### config.mk
export PLATFORM = sky130hd
export DESIGN_NAME = interrupt_priority_map
export DESIGN_NICKNAME = d
export VERILOG_FILES = /design/src/design/interrupt_priority_map.v /design/src/design/edge_sync_detect.v
export VERILOG_INCLUDE_DIRS = /design/src /design/src/inc
export SDC_FILE = /design/constraint.sdc
export NUM_CORES = 1
export LEC_CHECK = 0
export BUFFER_PORTS_ARGS = -buffer_cell sky130_fd_sc_hd__buf_4
export CAP_MARGIN = 25
export CORE_MARGIN = 5
export CORE_UTILIZATION = 45
export CTS_BUF_LIST = sky130_fd_sc_hd__clkbuf_8
export CTS_CLUSTER_SIZE = 8
export DETAILED_ROUTE_END_ITERATION = 6
export PLACE_DENSITY_LB_ADDON = 0.2
export SYNTH_ARGS = -nofsm -noshare
export SYNTH_HDL_FRONTEND = slang
export SYNTH_SLANG_ARGS = --single-unit
### constraint.sdc
create_clock -name clock_i -period 2 [get_ports clock_i]
set_clock_uncertainty 0.05 [all_clocks]
set_input_delay 0.2 -clock clock_i [delete_from_list [all_inputs] [get_ports clock_i]]
set_output_delay 0.2 -clock clock_i [all_outputs]
set_load 0.05 [all_outputs]
### src/inc/irq_map.vh
`ifndef IRQ_MAP_VH
`define IRQ_MAP_VH

// Maskable levels handled by the single controller
`define IRQ_LEVELS 8
// Level assignment of the on-board and expansion channel sources
`define LVL_TIMER 3'h0
`define LVL_CHAN_A 3'h1
`define LVL_CHAN_B 3'h2
`define LVL_SERIAL 3'h3
`define LVL_MODEM 3'h4
`define LVL_RETRACE 3'h5
`define LVL_DISKETTE 3'h6
`define LVL_CHAN_C 3'h7
// Type code handed out for level 0; levels 0..7 give 8..f
`define VEC_BASE 8'h08
// Level reported when an acknowledge finds nothing pending
`define LVL_SPURIOUS 3'h7
// Reset values
`define PEND_RESET 8'h00
`define VEC_RESET 8'h00

`endif

### src/design/interrupt_priority_map.v
`timescale 1ns/1ps
`default_nettype none
`include "irq_map.vh"

// Behaviour
// - Nine hardware levels; non-maskable level outranks every maskable one.
// - Maskable levels 0..7 by fixed priority, 0 highest, 7 lowest.
// - Level 0 is driven by timer channel 0 output, the time-of-day tick.
// - Level 3 carries the serial port request.
// - Level 4 carries the internal modem request.
// - Level 5 carries the video vertical retrace request.
// - Level 6 carries the diskette adapter request.
// - Three levels are taken from the expansion channel for adapters.
// - Non-maskable request pulses once for every keyboard scan code.
// - One master controller handles all maskable levels, no cascading.
// - Acknowledged levels 0..7 return type codes hex 8 through hex f.
module interrupt_priority_map (
    input wire clock_i,
    input wire rst_n_i,
    input wire timer0_out_i,
    input wire serial_irq_i,
    input wire modem_irq_i,
    input wire retrace_irq_i,
    input wire diskette_irq_i,
    input wire [2:0] chan_irq_i,
    input wire scan_code_i,
    input wire [7:0] mask_i,
    input wire inta_i,
    input wire eoi_i,
    output reg int_o,
    output reg [7:0] vector_o,
    output reg vector_valid_o,
    output reg nmi_o,
    output reg [7:0] in_service_o
);
    // One request: pin edge, two sync flops, edge pulse, pending bit, then
    // int_o a cycle later if the level is unmasked and above what is served.
    // The core answers with a one-cycle acknowledge; the code follows a cycle
    // later, the pending bit moves to in-service and int_o drops for a cycle.
    // An end-of-interrupt pulse retires the highest level in service.
    // Acknowledge, end-of-interrupt and mask come from logic on this clock,
    // so they are used directly, without synchronising flops.

    // Per-level request path
    wire [7:0] raw_lvl;
    wire [7:0] edge_lvl;
    wire scan_edge;
    // Pending and in-service state with their next values
    reg [7:0] pend_q;
    reg [7:0] pend_d;
    reg [7:0] isr_d;
    reg [7:0] ack_sel;
    reg [7:0] eoi_sel;
    // Priority resolution
    reg req_any;
    reg [2:0] req_lvl;
    reg isr_any;
    reg [2:0] isr_lvl;
    reg [2:0] ack_lvl;
    reg [7:0] above_mask;
    wire [7:0] elig;
    // Loop indices, one per process so neither has two drivers
    integer i;
    integer j;

    // Source to level wiring; levels 1, 2 and 7 come in from the expansion
    // channel, so adapters there are as asynchronous as the on-board pins
    assign raw_lvl[`LVL_TIMER] = timer0_out_i;
    assign raw_lvl[`LVL_SERIAL] = serial_irq_i;
    assign raw_lvl[`LVL_MODEM] = modem_irq_i;
    assign raw_lvl[`LVL_RETRACE] = retrace_irq_i;
    assign raw_lvl[`LVL_DISKETTE] = diskette_irq_i;
    assign raw_lvl[`LVL_CHAN_A] = chan_irq_i[0];
    assign raw_lvl[`LVL_CHAN_B] = chan_irq_i[1];
    assign raw_lvl[`LVL_CHAN_C] = chan_irq_i[2];

    // Edge-triggered capture; sources are asynchronous pins. A line left high
    // asks only once, so a source sharing a level must drop and pulse again.
    genvar g;
    generate
        for (g = 0; g < `IRQ_LEVELS; g = g + 1) begin : gen_lvl
            edge_sync_detect #(
                .ACTIVE_HIGH(1)
            ) u_lvl (
                .clock_i(clock_i),
                .rst_n_i(rst_n_i),
                .async_i(raw_lvl[g]),
                .rise_o(edge_lvl[g])
            );
        end
    endgenerate

    // Keyboard scan-code strobe feeds the non-maskable path
    edge_sync_detect #(
        .ACTIVE_HIGH(1)
    ) u_scan (
        .clock_i(clock_i),
        .rst_n_i(rst_n_i),
        .async_i(scan_code_i),
        .rise_o(scan_edge)
    );

    // Highest in-service level, scanning from the lowest priority up
    always @* begin
        isr_any = 1'b0;
        isr_lvl = 3'h0;
        for (i = `IRQ_LEVELS - 1; i >= 0; i = i - 1) begin
            if (in_service_o[i]) begin
                isr_any = 1'b1;
                isr_lvl = i[2:0];
            end
        end
    end

    // Only levels strictly above the one being served may break in
    always @* begin
        // Nothing in service: every level may ask
        above_mask = 8'hff;
        if (isr_any) begin
            case (isr_lvl)
                3'h0: above_mask = 8'h00;
                3'h1: above_mask = 8'h01;
                3'h2: above_mask = 8'h03;
                3'h3: above_mask = 8'h07;
                3'h4: above_mask = 8'h0f;
                3'h5: above_mask = 8'h1f;
                3'h6: above_mask = 8'h3f;
                3'h7: above_mask = 8'h7f;
                default: above_mask = 8'h00;
            endcase
        end
    end

    // Masked levels stay pending without raising a request; a level in
    // service also blocks itself until it is retired
    assign elig = pend_q & ~mask_i & above_mask;

    // Pick the top eligible level, scanning from the lowest priority up
    always @* begin
        req_any = 1'b0;
        req_lvl = 3'h0;
        for (j = `IRQ_LEVELS - 1; j >= 0; j = j - 1) begin
            if (elig[j]) begin
                req_any = 1'b1;
                req_lvl = j[2:0];
            end
        end
    end

    // Acknowledge and end-of-interrupt decode
    always @* begin
        // Nothing eligible at the ack: report the lowest level, set nothing
        ack_lvl = req_any ? req_lvl : `LVL_SPURIOUS;
        ack_sel = 8'h00;
        eoi_sel = 8'h00;
        if (inta_i && req_any) begin
            ack_sel[req_lvl] = 1'b1;
        end
        if (eoi_i && isr_any) begin
            eoi_sel[isr_lvl] = 1'b1;
        end
    end

    // Next pending and in-service words
    always @* begin
        // A new edge in the ack cycle survives: set wins over clear
        pend_d = (pend_q & ~ack_sel) | edge_lvl;
        // Done before the ack set so an eoi cannot wipe a fresh grant
        isr_d = (in_service_o & ~eoi_sel) | ack_sel;
    end

    // Pending latch; one master controller, no cascade, all levels local
    always @(posedge clock_i) begin
        if (!rst_n_i) begin
            pend_q <= `PEND_RESET;
        end else begin
            pend_q <= pend_d;
        end
    end

    // In-service bits hold off equal and lower levels until retired
    always @(posedge clock_i) begin
        if (!rst_n_i) begin
            in_service_o <= `PEND_RESET;
        end else begin
            in_service_o <= isr_d;
        end
    end

    // Dropped during the ack so the core does not take the same level twice;
    // it comes back one cycle later if another level is eligible
    always @(posedge clock_i) begin
        if (!rst_n_i) begin
            int_o <= 1'b0;
        end else begin
            int_o <= req_any & ~inta_i;
        end
    end

    // Type code follows the ack by one cycle and then holds for the core
    always @(posedge clock_i) begin
        if (!rst_n_i) begin
            vector_valid_o <= 1'b0;
            vector_o <= `VEC_RESET;
        end else begin
            vector_valid_o <= inta_i;
            if (inta_i) begin
                vector_o <= `VEC_BASE | {5'h00, ack_lvl};
            end
        end
    end

    // Never masked, never queued behind the maskable levels
    always @(posedge clock_i) begin
        if (!rst_n_i) begin
            nmi_o <= 1'b0;
        end else begin
            nmi_o <= scan_edge;
        end
    end
endmodule // interrupt_priority_map

`default_nettype wire

### src/design/edge_sync_detect.v
`timescale 1ns/1ps
`default_nettype none

// Two-flop synchroniser plus rising-edge detector for one request line
module edge_sync_detect #(
    parameter ACTIVE_HIGH = 1
) (
    input wire clock_i,
    input wire rst_n_i,
    input wire async_i,
    output reg rise_o
);
    // Idle level of the pin; the chain resets to it so no edge follows reset
    localparam IDLE = (ACTIVE_HIGH != 0) ? 1'b0 : 1'b1;

    reg meta_q;
    reg sync_q;
    reg prev_q;
    wire rise_d;

    // Polarity applied behind the second flop; the raw pin feeds meta_q only
    assign rise_d = (ACTIVE_HIGH != 0) ? (sync_q & ~prev_q) : (prev_q & ~sync_q);

    // meta_q only feeds sync_q; edge logic looks at the stable copies
    always @(posedge clock_i) begin
        if (!rst_n_i) begin
            meta_q <= IDLE;
            sync_q <= IDLE;
            prev_q <= IDLE;
            rise_o <= 1'b0;
        end else begin
            meta_q <= async_i;
            sync_q <= meta_q;
            prev_q <= sync_q;
            rise_o <= rise_d;
        end
    end
endmodule // edge_sync_detect

`default_nettype wire

# ---- Word-level counts from Yosys, hierarchy flattened
# Memories as Yosys holds them, arrays and structs flattened.
# Index checks and enable logic that the tools add are counted.
dict set report totals {
  register_bits 59
  out_inout_bits 19
  input_bits 21
  elab_cells 120
  memories 1
  romBits 56
}
dict set report op_classes {
  muxes 40
  bitwise_logic 29
  magnitude_cmp 4
  reduce_logical 4
}
# memory depth word_bits rd rd_ports_with_merged_regs write_ports line
set memory_table {}
lappend memory_table {{(no name shown)} 8 7 1 0 0 interrupt_priority_map.v:120} ;# case (isr_lvl)
# op n
set ops {}
lappend ops {{2-to-1 mux 3 bit} 17}
lappend ops {{AND 8 bit} 4}
lappend ops {{2-to-1 mux 8 bit} 3}
lappend ops {{NOT 8 bit} 3}
lappend ops {{2-to-1 mux 1 bit} 18}
lappend ops {{OR 8 bit} 2}
lappend ops {{AND 1 bit} 10}
lappend ops {{NOT 1 bit} 10}
lappend ops {{less-than comparator 3 x 4 -> 1 bit (second input constant)} 2}
lappend ops {{demux 1 bit (select 3 bit)} 2}
lappend ops {{greater-or-equal comparator 3 x 1 -> 1 bit (second input constant)} 2}
lappend ops {{logical AND 1 bit} 4}

# ---- Longest topological paths before layout
# Gate-level depths: netlist of the first run.
# An unclocked memory read counts as a cell.
dict set report logic_depth {
  depth_word 27
  mapped_depth 7
  ltp_nobuf 6
}

# ---- Modules after synthesis
# Synthesis of the first run repeated with hierarchy kept, for this count alone.
dict set report unflattened {
  hier_cells 209
  hier_area_um2 2239.6
}
# mod seq_area_each_um2 area_each_um2 cells_each instances
set modules_own_cells {}
lappend modules_own_cells {interrupt_priority_map 460.4 1237.4 137 1}
lappend modules_own_cells {edge_sync_detect 80.1 111.4 8 9}

# ---- Worst setup path before layout of the first run
# Ideal clock, no wire load.
dict set report synth_timing {
  kind {flip-flop to flip-flop}
  from {reg in_service_o[0]}
  to {reg int_o}
  period_less_slack_ns 2.195
  required_ns 1.834
  arrival_ns 2.029
  slack_ns -0.195
  stages_incl_launch_ff 8
  path_buffers 1
  setup_time_ns 0.116
  cell_sequence {dfxtp_1 -> buf_6 -> nor2_1 -> and3_4 -> nor2b_4 -> inv_2 -> or4_4 -> and3b_1}
}
dict set report synth_via {
  elab_chain_cells 12
  elab_cells_between_ends 14
  classes_between {mux (11); bitwise (2); memory (1)}
}
# element line
set synth_lines {}
lappend synth_lines {{start: declaration} interrupt_priority_map.v:34} ;# output reg [7:0] in_service_o
lappend synth_lines {{start signal: assignment} interrupt_priority_map.v:184} ;# in_service_o <= `PEND_RESET;
lappend synth_lines {{start signal: assignment} interrupt_priority_map.v:186} ;# in_service_o <= isr_d;
lappend synth_lines {{2-to-1 mux 3 bit or 2-to-1 mux 1 bit (tied branches)} interrupt_priority_map.v:108} ;# if (in_service_o[i]) begin
lappend synth_lines {{memory read (8 x 7 bit) or 2-to-1 mux 8 bit (tied branches)} --}
lappend synth_lines {{2-to-1 mux 8 bit (*)} interrupt_priority_map.v:119} ;# if (isr_any) begin
lappend synth_lines {{AND 8 bit (*)} interrupt_priority_map.v:136} ;# assign elig = pend_q & ~mask_i & above_mask;
lappend synth_lines {{2-to-1 mux 1 bit (6 in series)} interrupt_priority_map.v:143} ;# if (elig[j]) begin
lappend synth_lines {{2-to-1 mux 1 bit (*)} interrupt_priority_map.v:143}
lappend synth_lines {{AND 1 bit (*)} interrupt_priority_map.v:196} ;# int_o <= req_any & ~inta_i;
lappend synth_lines {{end signal: assignment} interrupt_priority_map.v:196}
lappend synth_lines {{end: declaration} interrupt_priority_map.v:30} ;# output reg int_o,
# Mark *: on every way between the ends. The rest lies on a longest branch, timed or not.
# A chain may end at the register's enable or synchronous reset.

# ---- Worst setup path in the final report of the first run
# Ends and elaborated chain as after synthesis.

==> results.py, run 1 <==
metrics = {
    "status": {
        "status": "complete, no violations",
    },
    "synthesis": {
        "synth.most_common_cell": "dfxtp_1",
        "synth_edf_count": 0,
        "seq_area_frac_synth_pct": 55.1,
        "async_flop_share_pct": 0,
        "synth.avg_cell_area_um2": 10.0,
        "synth_xor_xnor_area_share_pct": 0,
        "synth_ff_type": "dfxtp_1",
        "synthSimpleGateAreaFrac_pct": 27.7,
        "synth_fa_ha_area_share_pct": 0,
        "synth_area_leaders": "dfxtp_1 (55%), and2_1 (9.1%), nor2b_1 (5.5%), nand2_1 (2.6%), o21a_1 (2.1%)",
        "ys_ff_latch": 59,
        "synth_area_mm2": 0.00214,
        "synth_area_leader_cell": "dfxtp_1",
        "ys_top_cells_by_count": "dfxtp_1 (59), and2_1 (31), nor2b_1 (19)",
        "synth_top_area_share_pct": 55.1,
        "synth_compound_area_share_pct": 13.0,
        "synth_cells": 214,
        "synth_top_family_by_area": "simple AND/OR/NAND/NOR gates",
        "yosysWarnings": 0,
        "ys_types": 44,
        "synth_mux_area_share_pct": 0,
    },
    "job": {
        "cap_violations": 0,
    },
    "setup_path": {
        "cpLargestDelayFamily": "simple AND/OR/NAND/NOR gates",
        "cp_slowest_cell": "or4_4",
        "r2r_slack_ns": 0.15,
        "path_cells": "nor2_1 > and3_4 > nor2b_4 > inv_2 > or4_4 > and3b_1",
        "worstPathRequired_ns": 2.17,
        "cpPeakStageDelay_ns": 0.56,
        "worstSetupStartpointType": "register",
        "cp_max_fo": 11,
        "crit_buf_inv": 1,
        "r2r-start": "in_service_o[0]",
        "reg2reg_to": "int_o",
        "ff2ff_path_depth": 6,
        "critPathCaptureType": "register",
        "worst-endpoint-arrival_ns": 2.02,
        "critPathKind": "register to register",
    },
    "power_and_ir_drop": {
        "pwr-share-clk_pct": 38.6,
        "leakagePower_nw": 1.14,
        "pwr-share-comb_pct": 8.8,
        "seqPwrFrac_pct": 52.6,
        "internal_power_mw": 1.80,
        "power.density_mw_per_mm2": 895,
        "vdd_drop_max_v": 0.000511,
        "netSwitchingFraction_pct": 23.4,
        "p_sw_mw": 0.548,
    },
    "placed_design": {
        "port-buffer-count": 35,
        "dp_hpwl_um": 2590,
        "placedCellCount": 297,
        "gp_congestion": 0.805,
    },
    "final_layout": {
        "fin_cells": 311,
        "drive_gt1_share_pct": 26.5,
        "nets": 275,
        "final_core_util_pct": 56.3,
        "diodes": 0,
        "syn2layout_area_growth_pct": 22.4,
    },
    "sta": {
        "layout_min_cycle_time_ns": 1.85,
        "drv_slew": 0,
        "rsz0062_at_grt": "false",
        "holdWs_ns": 0.0327,
        "post-route-period-util_pct": 92.6,
        "hold_violations": 0,
        "fmax_mhz": 540,
        "tns_ns": 0,
        "finalSetupViolations": 0,
    },
    "die": {
        "io_pins": 40,
        "fp.dieH_um": 79.0,
        "dieArea_mm2": 0.00624,
        "dieWidth_um": 79.0,
        "start_util_pct": 46.0,
        "rows": 25,
        "core_mm2": 0.00466,
    },
    "global_route": {
        "grt_pass1_vias": 1384,
        "antenna_found_initial": 0,
        "grt_overflow_total": 0,
        "grt_pass1_wl_um": 6300,
        "grtUsageTotal_pct": 13.4,
        "grt_start_max_net_pins": 56,
    },
    "worst_hold_path": {
        "holdPathEnd": "u_scan.meta_q",
        "whs_path_depth": 2,
        "hp-start": "scan_code_i",
        "hold_path.class": "input pin to register",
    },
    "routing": {
        "vias": 1513,
        "drt-pass1-iter-count": 4,
        "drcViolationCount": 0,
        "vias_per_cell": 4.86,
        "wl_per_cell_um": 12.1,
        "first_iter_violations": 67,
        "drt.antenna.violating_nets": 0,
        "drt-total-wl_um": 3750,
    },
    "clock_tree": {
        "hold_buffers": 0,
        "cts_max_level": 3,
        "tritoncts.num_buffers": 9,
        "path_clk_slew_ns": 0.06,
        "clock_path_buffers": 2,
        "clock_sinks": 59,
        "clock_latency_ns": 0.32,
        "tritoncts": "yes",
        "postCtsSetupRepairBufs": 0,
        "cts_resized": 0,
        "cts_root_buffer": "clkbuf_8",
    },
}
-- routing by layer --
metal	vias to the layer above	track usage (%)	wire length [µm]
li1	790	-	-
met1	671	16.6	1710
met2	43	20.1	1670
met3	9	4.76	278
met4	0	7.73	97
met5	-	0	0
-- layout make-up --
class                           count  area [µm²]
Clock buffer                       11         151
Clock inverter                      3        16.3
Fill cell                         435        2040
Inverter                            5        18.8
Multi-Input combinational cell    141         895
Sequential cell                    59        1190
Tap cell                           54        67.6
Timing Repair Buffer               38         285
-- registers in the layout, indices dropped and copies added (netlist names), 4 cells and up --
signal / flops
gen_lvl.u_lvl.meta_q: 8
gen_lvl.u_lvl.prev_q: 8
gen_lvl.u_lvl.rise_o: 8
gen_lvl.u_lvl.sync_q: 8
in_service_o: 8
pend_q: 8
vector_o: 4
-- power by group through the flow --
stage / sequential (mW) / clock [mW] / combinational (mW)
2_1_floorplan: 1.29 / 0 / 0.110
5_1_grt: 1.24 / 0.999 / 0.226
3_5_place_dp: 1.26 / 0 / 0.209
6_report: 1.23 / 0.906 / 0.207
3_3_place_gp: 1.26 / 0 / 0.207
4_1_cts: 1.23 / 0.946 / 0.209
-- per-stage QoR --
stage | setup slack, ns | area [µm²] | power (mW)
finish | 0.147 | 2620 | 2.35
global route | 0.0513 | 2620 | 2.46
CTS | 0.0956 | 2610 | 2.39
detailed placement | 0.108 | 2440 | 1.47
global placement | 0.111 | 2440 | 1.47
floorplan | 0.000559 | 2160 | 1.40
-- cell usage in the layout, fill, tap and decap left out, types with 5 or more instances in the layout --
cell type / synthesis / layout
nand2_1: 15 / 15
buf_4: 4 / 38
clkbuf_8: 0 / 11
and2_1: 31 / 31
o21a_1: 6 / 6
dfxtp_1: 59 / 55
o21ai_0: 6 / 6
nor2_1: 7 / 7
nor2b_1: 19 / 19
inv_1: 4 / 5
-- worst reg2reg max path, stage by stage, from the launching register on --
cell,delay [ns]
dfxtp_4,0.41
nor2_1,0.10
and3_4,0.20
nor2b_4,0.19
inv_2,0.05
or4_4,0.56
and3b_1,0.20
-- worst max-delay path by stage --
stage	from	cells past startpoint	to
floorplan	in_service_o[0]	7	int_o
global placement	in_service_o[0]	6	int_o
detailed placement	in_service_o[0]	6	int_o
CTS	in_service_o[0]	6	int_o
global route	in_service_o[2]	6	pend_q[3]
finish	in_service_o[0]	6	int_o
-- kinds of logic (layout without fill, tap and decap cells) --
group / after synthesis / count (layout)
DFF: 59 / 59
and+or+nand+nor: 97 / 97
buffers and inverters: 17 / 57
other: 1 / 4
AOI/OAI and AO/OA: 40 / 40
Note: power is estimated with default switching activity, not from simulation.
==> run 2, diff against run 1 <==
--- a/config.mk
+++ b/config.mk
@@ -6,6 +6,7 @@
 export SDC_FILE = /design/constraint.sdc
 export NUM_CORES = 1
 export LEC_CHECK = 0
+export ABC_AREA = 1
 export BUFFER_PORTS_ARGS = -buffer_cell sky130_fd_sc_hd__buf_4
 export CAP_MARGIN = 25
 export CORE_MARGIN = 5
==> results.py, run 2 <==
metrics = {
    "setup_path": {
        "r2r_slack_ns": 0.14,
        "endpoint": "pend_q[2]",
        "worstSetupStartpointType": "register",
        "worst-endpoint-arrival_ns": 2.03,
        "worstPathRequired_ns": 2.17,
        "r2r-start": "in_service_o[0]",
        "crit_start": "in_service_o[0]",
        "cp_max_fo": 6,
        "critPathCaptureType": "register",
        "reg2reg_to": "pend_q[2]",
        "critPathKind": "register to register",
        "ff2ff_path_depth": 16,
    },
    "die": {
        "io_pins": 40,
        "core_mm2": 0.00475,
        "fp.dieH_um": 80.0,
        "dieWidth_um": 80.0,
        "start_util_pct": 46.4,
        "rows": 25,
        "dieArea_mm2": 0.00641,
    },
    "clock_tree": {
        "tritoncts.num_buffers": 9,
        "tritoncts": "yes",
        "cts_max_level": 3,
        "clock_path_buffers": 2,
        "clock_sinks": 59,
        "path_clk_slew_ns": 0.06,
        "cts_root_buffer": "clkbuf_8",
        "clock_latency_ns": 0.33,
    },
    "placed_design": {
        "dpl_cell_area_mm2": 0.00255,
        "gp_congestion": 0.886,
        "dp_hpwl_um": 3020,
        "place_ws_ns": 0.108,
        "port-buffer-count": 35,
    },
    "global_route": {
        "grt_pass1_wl_um": 7080,
        "grt_start_max_net_pins": 34,
        "antenna_found_initial": 0,
        "grt_pass1_vias": 1681,
        "grt_overflow_total": 0,
        "grtUsageTotal_pct": 14.7,
    },
    "routing": {
        "first_iter_violations": 71,
        "drt.antenna.violating_nets": 0,
        "vias_per_cell": 4.27,
        "drcViolationCount": 0,
        "drt-pass1-iter-count": 4,
        "drt-total-wl_um": 4260,
        "wl_per_cell_um": 10.3,
        "vias": 1770,
    },
    "final_layout": {
        "drive_gt1_share_pct": 27.6,
        "nets": 364,
        "multi_input_area_um2": 774,
        "final_cell_mix": "inv_1 (62), dfxtp_1 (57), nand2_1 (56)",
        "syn2layout_area_growth_pct": 31.1,
        "final_cell_area_mm2": 0.00289,
        "regArea_mm2": 0.00119,
        "fill_cells": 456,
        "diodes": 0,
        "final_common_cell": "inv_1",
    },
    "worst_hold_path": {
        "hold_path.class": "input pin to register",
    },
    "synthesis": {
        "synth_area_mm2": 0.00221,
        "synth.avg_cell_area_um2": 7.74,
        "yosysWarnings": 0,
        "ys_top_cells_by_count": "dfxtp_1 (59), inv_1 (59), nand2_1 (58)",
        "synth_area_leaders": "dfxtp_1 (54%), inv_1 (10%), nand2_1 (9.9%), a21oi_1 (4.8%), nor2_1 (3.2%)",
        "async_flop_share_pct": 0,
        "synth_area_leader_cell": "dfxtp_1",
        "ys_types": 25,
        "synth_edf_count": 0,
        "synth_ff_type": "dfxtp_1",
        "synth_top_area_share_pct": 53.5,
        "ys_ff_latch": 59,
        "synth_cells": 285,
        "seq_area_frac_synth_pct": 53.5,
    },
    "sta": {
        "post-route-period-util_pct": 93.1,
        "tns_ns": 0,
        "drv_slew": 0,
        "finalWorstSetupSlack_ns": 0.138,
        "hold_violations": 0,
        "rsz0062_at_grt": "true",
        "fmax_mhz": 537,
        "layout_min_cycle_time_ns": 1.86,
        "finalSetupViolations": 0,
    },
    "power_and_ir_drop": {
        "leakagePower_nw": 1.51,
        "vdd_drop_max_v": 0.000582,
        "power.density_mw_per_mm2": 831,
    },
    "status": {
        "status": "complete, no violations",
    },
    "job": {
        "cap_violations": 0,
    },
}
## run 2: worst max-delay path: stages (launching register included)
cell,delay (ns)
dfxtp_4,0.36
nor2_4,0.16
inv_2,0.08
nor2_4,0.09
inv_2,0.05
nor2_2,0.09
nand3_1,0.10
nand2_2,0.08
nand2_2,0.07
nand2_1,0.06
nand2_1,0.06
nand2_2,0.09
nand2_4,0.07
nand2_4,0.10
nand2_2,0.08
a21oi_2,0.11
nor2_1,0.04
## run 2: worst min path at each step
stage / start / end / slack (ns) / depth (start not counted)
2_1_floorplan: timer0_out_i / gen_lvl[0].u_lvl.meta_q / 0.25 / 2
3_3_place_gp: gen_lvl[3].u_lvl.prev_q / gen_lvl[3].u_lvl.rise_o / 0.32 / 1
3_5_place_dp: gen_lvl[7].u_lvl.prev_q / gen_lvl[7].u_lvl.rise_o / 0.32 / 1
6_report: inta_i / vector_o[2] / 0.11 / 2
5_1_grt: inta_i / vector_o[2] / 0.11 / 2
4_1_cts: inta_i / vector_o[2] / 0.09 / 2
## run 2: logic make-up (layout without fill, tap and decap cells)
family | after synthesis | after routing | synth area share, %
buffers and inverters | 76 | 136 | 13.7
AO/OA/AOI/OAI | 35 | 35 | 8.05
flip-flops | 59 | 59 | 53.5
other | 1 | 4 | 0.170
AND/OR/NAND/NOR | 114 | 114 | 24.6
## run 2: through the flow
step	total power, mW	utilization [%]	std cells	hold WS, ns
global placement	1.49	53.6	385	0.322
floorplan	1.42	-	288	0.248
CTS	2.43	59.1	410	0.0864
detailed placement	1.49	53.6	385	0.320
global route	2.53	60.8	415	0.114
finish	2.40	60.8	415	0.111
## run 2: what timing repair did
| item | 4_1_cts | 5_1_grt |
|---|---|---|
| endpoints found under the hold margin | 9 | 0 |
| buffers inserted | 0 | 5 |
| endpoints found under the setup margin | 0 | 14 |
| hold buffers | 9 | 0 |
| resized for setup | 0 | 15 |
## run 2: final cells by class
cell class | instances | area share [%]
clock buffers | 11 | 5.23
flip-flops and latches | 59 | 41.0
inverters | 66 | 8.56
multi-input cells | 153 | 26.8
well taps | 67 | 2.90
repair buffers | 54 | 14.8
clock inverters | 5 | 0.735
## run 2: report_power, final
part           internal (mW)  switching, mW  total [mW]  leakage (nW)
combinational         0.0985          0.159       0.257         0.922
sequential              1.22         0.0153        1.23         0.484
clock                  0.498          0.414       0.912         0.103
total                   1.82          0.588        2.40          1.51
## run 2: routing by layer
metal	wire length, µm	vias to the layer above	track usage, %
met2	1890	41	22.6
met4	117	0	8.95
met3	334	11	6.43
met1	1920	752	16.7
met5	0	-	0
li1	-	966	-
==> run 3, diff against run 2 <==
--- a/config.mk
+++ b/config.mk
@@ -15,6 +15,7 @@
 export CTS_CLUSTER_SIZE = 8
 export DETAILED_ROUTE_END_ITERATION = 6
 export PLACE_DENSITY_LB_ADDON = 0.2
+export REMOVE_ABC_BUFFERS = 1
 export SYNTH_ARGS = -nofsm -noshare
 export SYNTH_HDL_FRONTEND = slang
 export SYNTH_SLANG_ARGS = --single-unit
==> results.py, run 3 (synthesized netlist as in run 2, its figures left out) <==
metrics = {
    "status": {
        "status": "complete, no violations",
    },
    "power_and_ir_drop": {
        "vdd_drop_max_v": 0.000613,
        "power.density_mw_per_mm2": 859,
        "leakagePower_nw": 1.52,
        "fin_total_pwr_mw": 2.50,
    },
    "die": {
        "rows": 25,
        "io_pins": 40,
        "core_mm2": 0.00475,
        "fp.dieH_um": 80.0,
        "start_util_pct": 46.4,
        "dieWidth_um": 80.0,
        "dieArea_mm2": 0.00641,
    },
    "clock_tree": {
        "clock_path_buffers": 2,
        "path_clk_slew_ns": 0.06,
        "cts_root_buffer": "clkbuf_8",
        "clock_sinks": 59,
        "tritoncts.num_buffers": 9,
        "tritoncts": "yes",
        "clock_latency_ns": 0.33,
        "cts_max_level": 3,
    },
    "routing": {
        "drt-total-wl_um": 4530,
        "drt.antenna.violating_nets": 0,
        "first_iter_violations": 65,
        "drt-pass1-iter-count": 4,
        "drcViolationCount": 0,
        "vias_per_cell": 4.26,
        "vias": 1769,
        "wl_per_cell_um": 10.9,
    },
    "sta": {
        "holdWs_ns": 0.114,
        "tns_ns": 0,
        "hold_violations": 0,
        "post-route-period-util_pct": 94.8,
        "fmax_mhz": 527,
        "worst_pin_slew_ns": 0.500,
        "finalSetupViolations": 0,
        "finalWorstSetupSlack_ns": 0.104,
        "rsz0062_at_grt": "true",
        "max_slew_margin_pct": 66.4,
        "layout_min_cycle_time_ns": 1.90,
        "drv_slew": 0,
    },
    "worst_hold_path": {
        "hp-start": "inta_i",
        "whs_path_depth": 2,
        "hold_path.class": "input pin to register",
        "holdPathEnd": "vector_o[2]",
    },
    "final_layout": {
        "final_cell_area_mm2": 0.00291,
        "fin_cells": 415,
        "final_core_util_pct": 61.2,
        "final_common_cell": "inv_1",
        "syn2layout_area_growth_pct": 31.9,
        "final_cell_mix": "inv_1 (59), nand2_1 (55), dfxtp_1 (55)",
        "drive_gt1_share_pct": 27.9,
        "nets": 364,
        "diodes": 0,
    },
    "setup_path": {
        "worstPathRequired_ns": 2.15,
        "critPathKind": "register to register",
        "cp_max_fo": 3,
        "r2r-start": "in_service_o[4]",
        "worstSetupStartpointType": "register",
        "critPathCaptureType": "register",
        "r2r_slack_ns": 0.10,
        "reg2reg_to": "pend_q[3]",
        "worst-endpoint-arrival_ns": 2.04,
        "ff2ff_path_depth": 14,
    },
    "placed_design": {
        "dp_hpwl_um": 3120,
        "place_ws_ns": 0.0573,
        "placedCellCount": 388,
        "dpl_cell_area_mm2": 0.00257,
        "gp_congestion": 0.927,
        "port-buffer-count": 35,
    },
    "global_route": {
        "grtUsageTotal_pct": 15.1,
        "grt_pass1_wl_um": 7280,
        "grt_start_max_net_pins": 34,
        "grt_pass1_vias": 1702,
        "grt_overflow_total": 0,
        "antenna_found_initial": 0,
    },
    "job": {
        "cap_violations": 0,
    },
}
[run 3: where the power goes]
| group | internal, mW | leakage (nW) | switching, mW |
|---|---|---|---|
| Clock | 0.561 | 0.105 | 0.446 |
| Combinational | 0.0963 | 0.926 | 0.161 |
| Sequential | 1.22 | 0.485 | 0.0149 |
[run 3: worst max-delay path by stage]
| stage | endpoint | start | slack [ns] | cells after the start |
|---|---|---|---|---|
| 6_report | pend_q[3] | in_service_o[4] | 0.10 | 14 |
| 5_1_grt | pend_q[5] | in_service_o[4] | -0.05 | 14 |
| 4_1_cts | pend_q[2] | in_service_o[1] | 0.05 | 16 |
| 3_5_place_dp | pend_q[2] | in_service_o[1] | 0.06 | 16 |
| 3_3_place_gp | pend_q[2] | in_service_o[1] | 0.08 | 16 |
| 2_1_floorplan | pend_q[5] | in_service_o[6] | -0.005 | 17 |
[run 3: final cells by class]
class,count,area (µm²)
Multi-Input combinational cell,153,779
Timing Repair Buffer,54,428
Clock buffer,9,124
Clock inverter,7,61.3
Sequential cell,59,1190
Tap cell,67,83.8
Fill cell,443,1840
Inverter,66,248
[run 3: per-layer routing]
| metal | share of wire [%] | global-route usage [%] | wire length [µm] | vias up |
|---|---|---|---|---|
| met5 | 0 | 0 | 0 | - |
| met4 | 2.5 | 8.95 | 114 | 0 |
| met3 | 6.1 | 4.97 | 274 | 11 |
| met2 | 46 | 23.4 | 2060 | 36 |
| met1 | 46 | 18.1 | 2070 | 760 |
| li1 | - | - | - | 962 |
[run 3: what timing repair did]
item                                    in CTS  in global routing
endpoints found under the hold margin        9                  0
endpoints found under the setup margin       0                 15
resized for setup                            0                 17
hold buffers                                 9                  0
setup buffers                                0                  2
[run 3: worst max-delay path, cell delays in order (launching register included)]
cell	delay, ns
dfxtp_2	0.34
inv_2	0.07
nand2_2	0.08
nor3_4	0.29
nor2_4	0.08
nand3_2	0.07
nand2_2	0.07
nand2_2	0.08
nand2_1	0.06
nand2_1	0.07
nand2_2	0.07
a21oi_1	0.18
nand2_1	0.13
nand2_1	0.08
a21oi_1	0.05
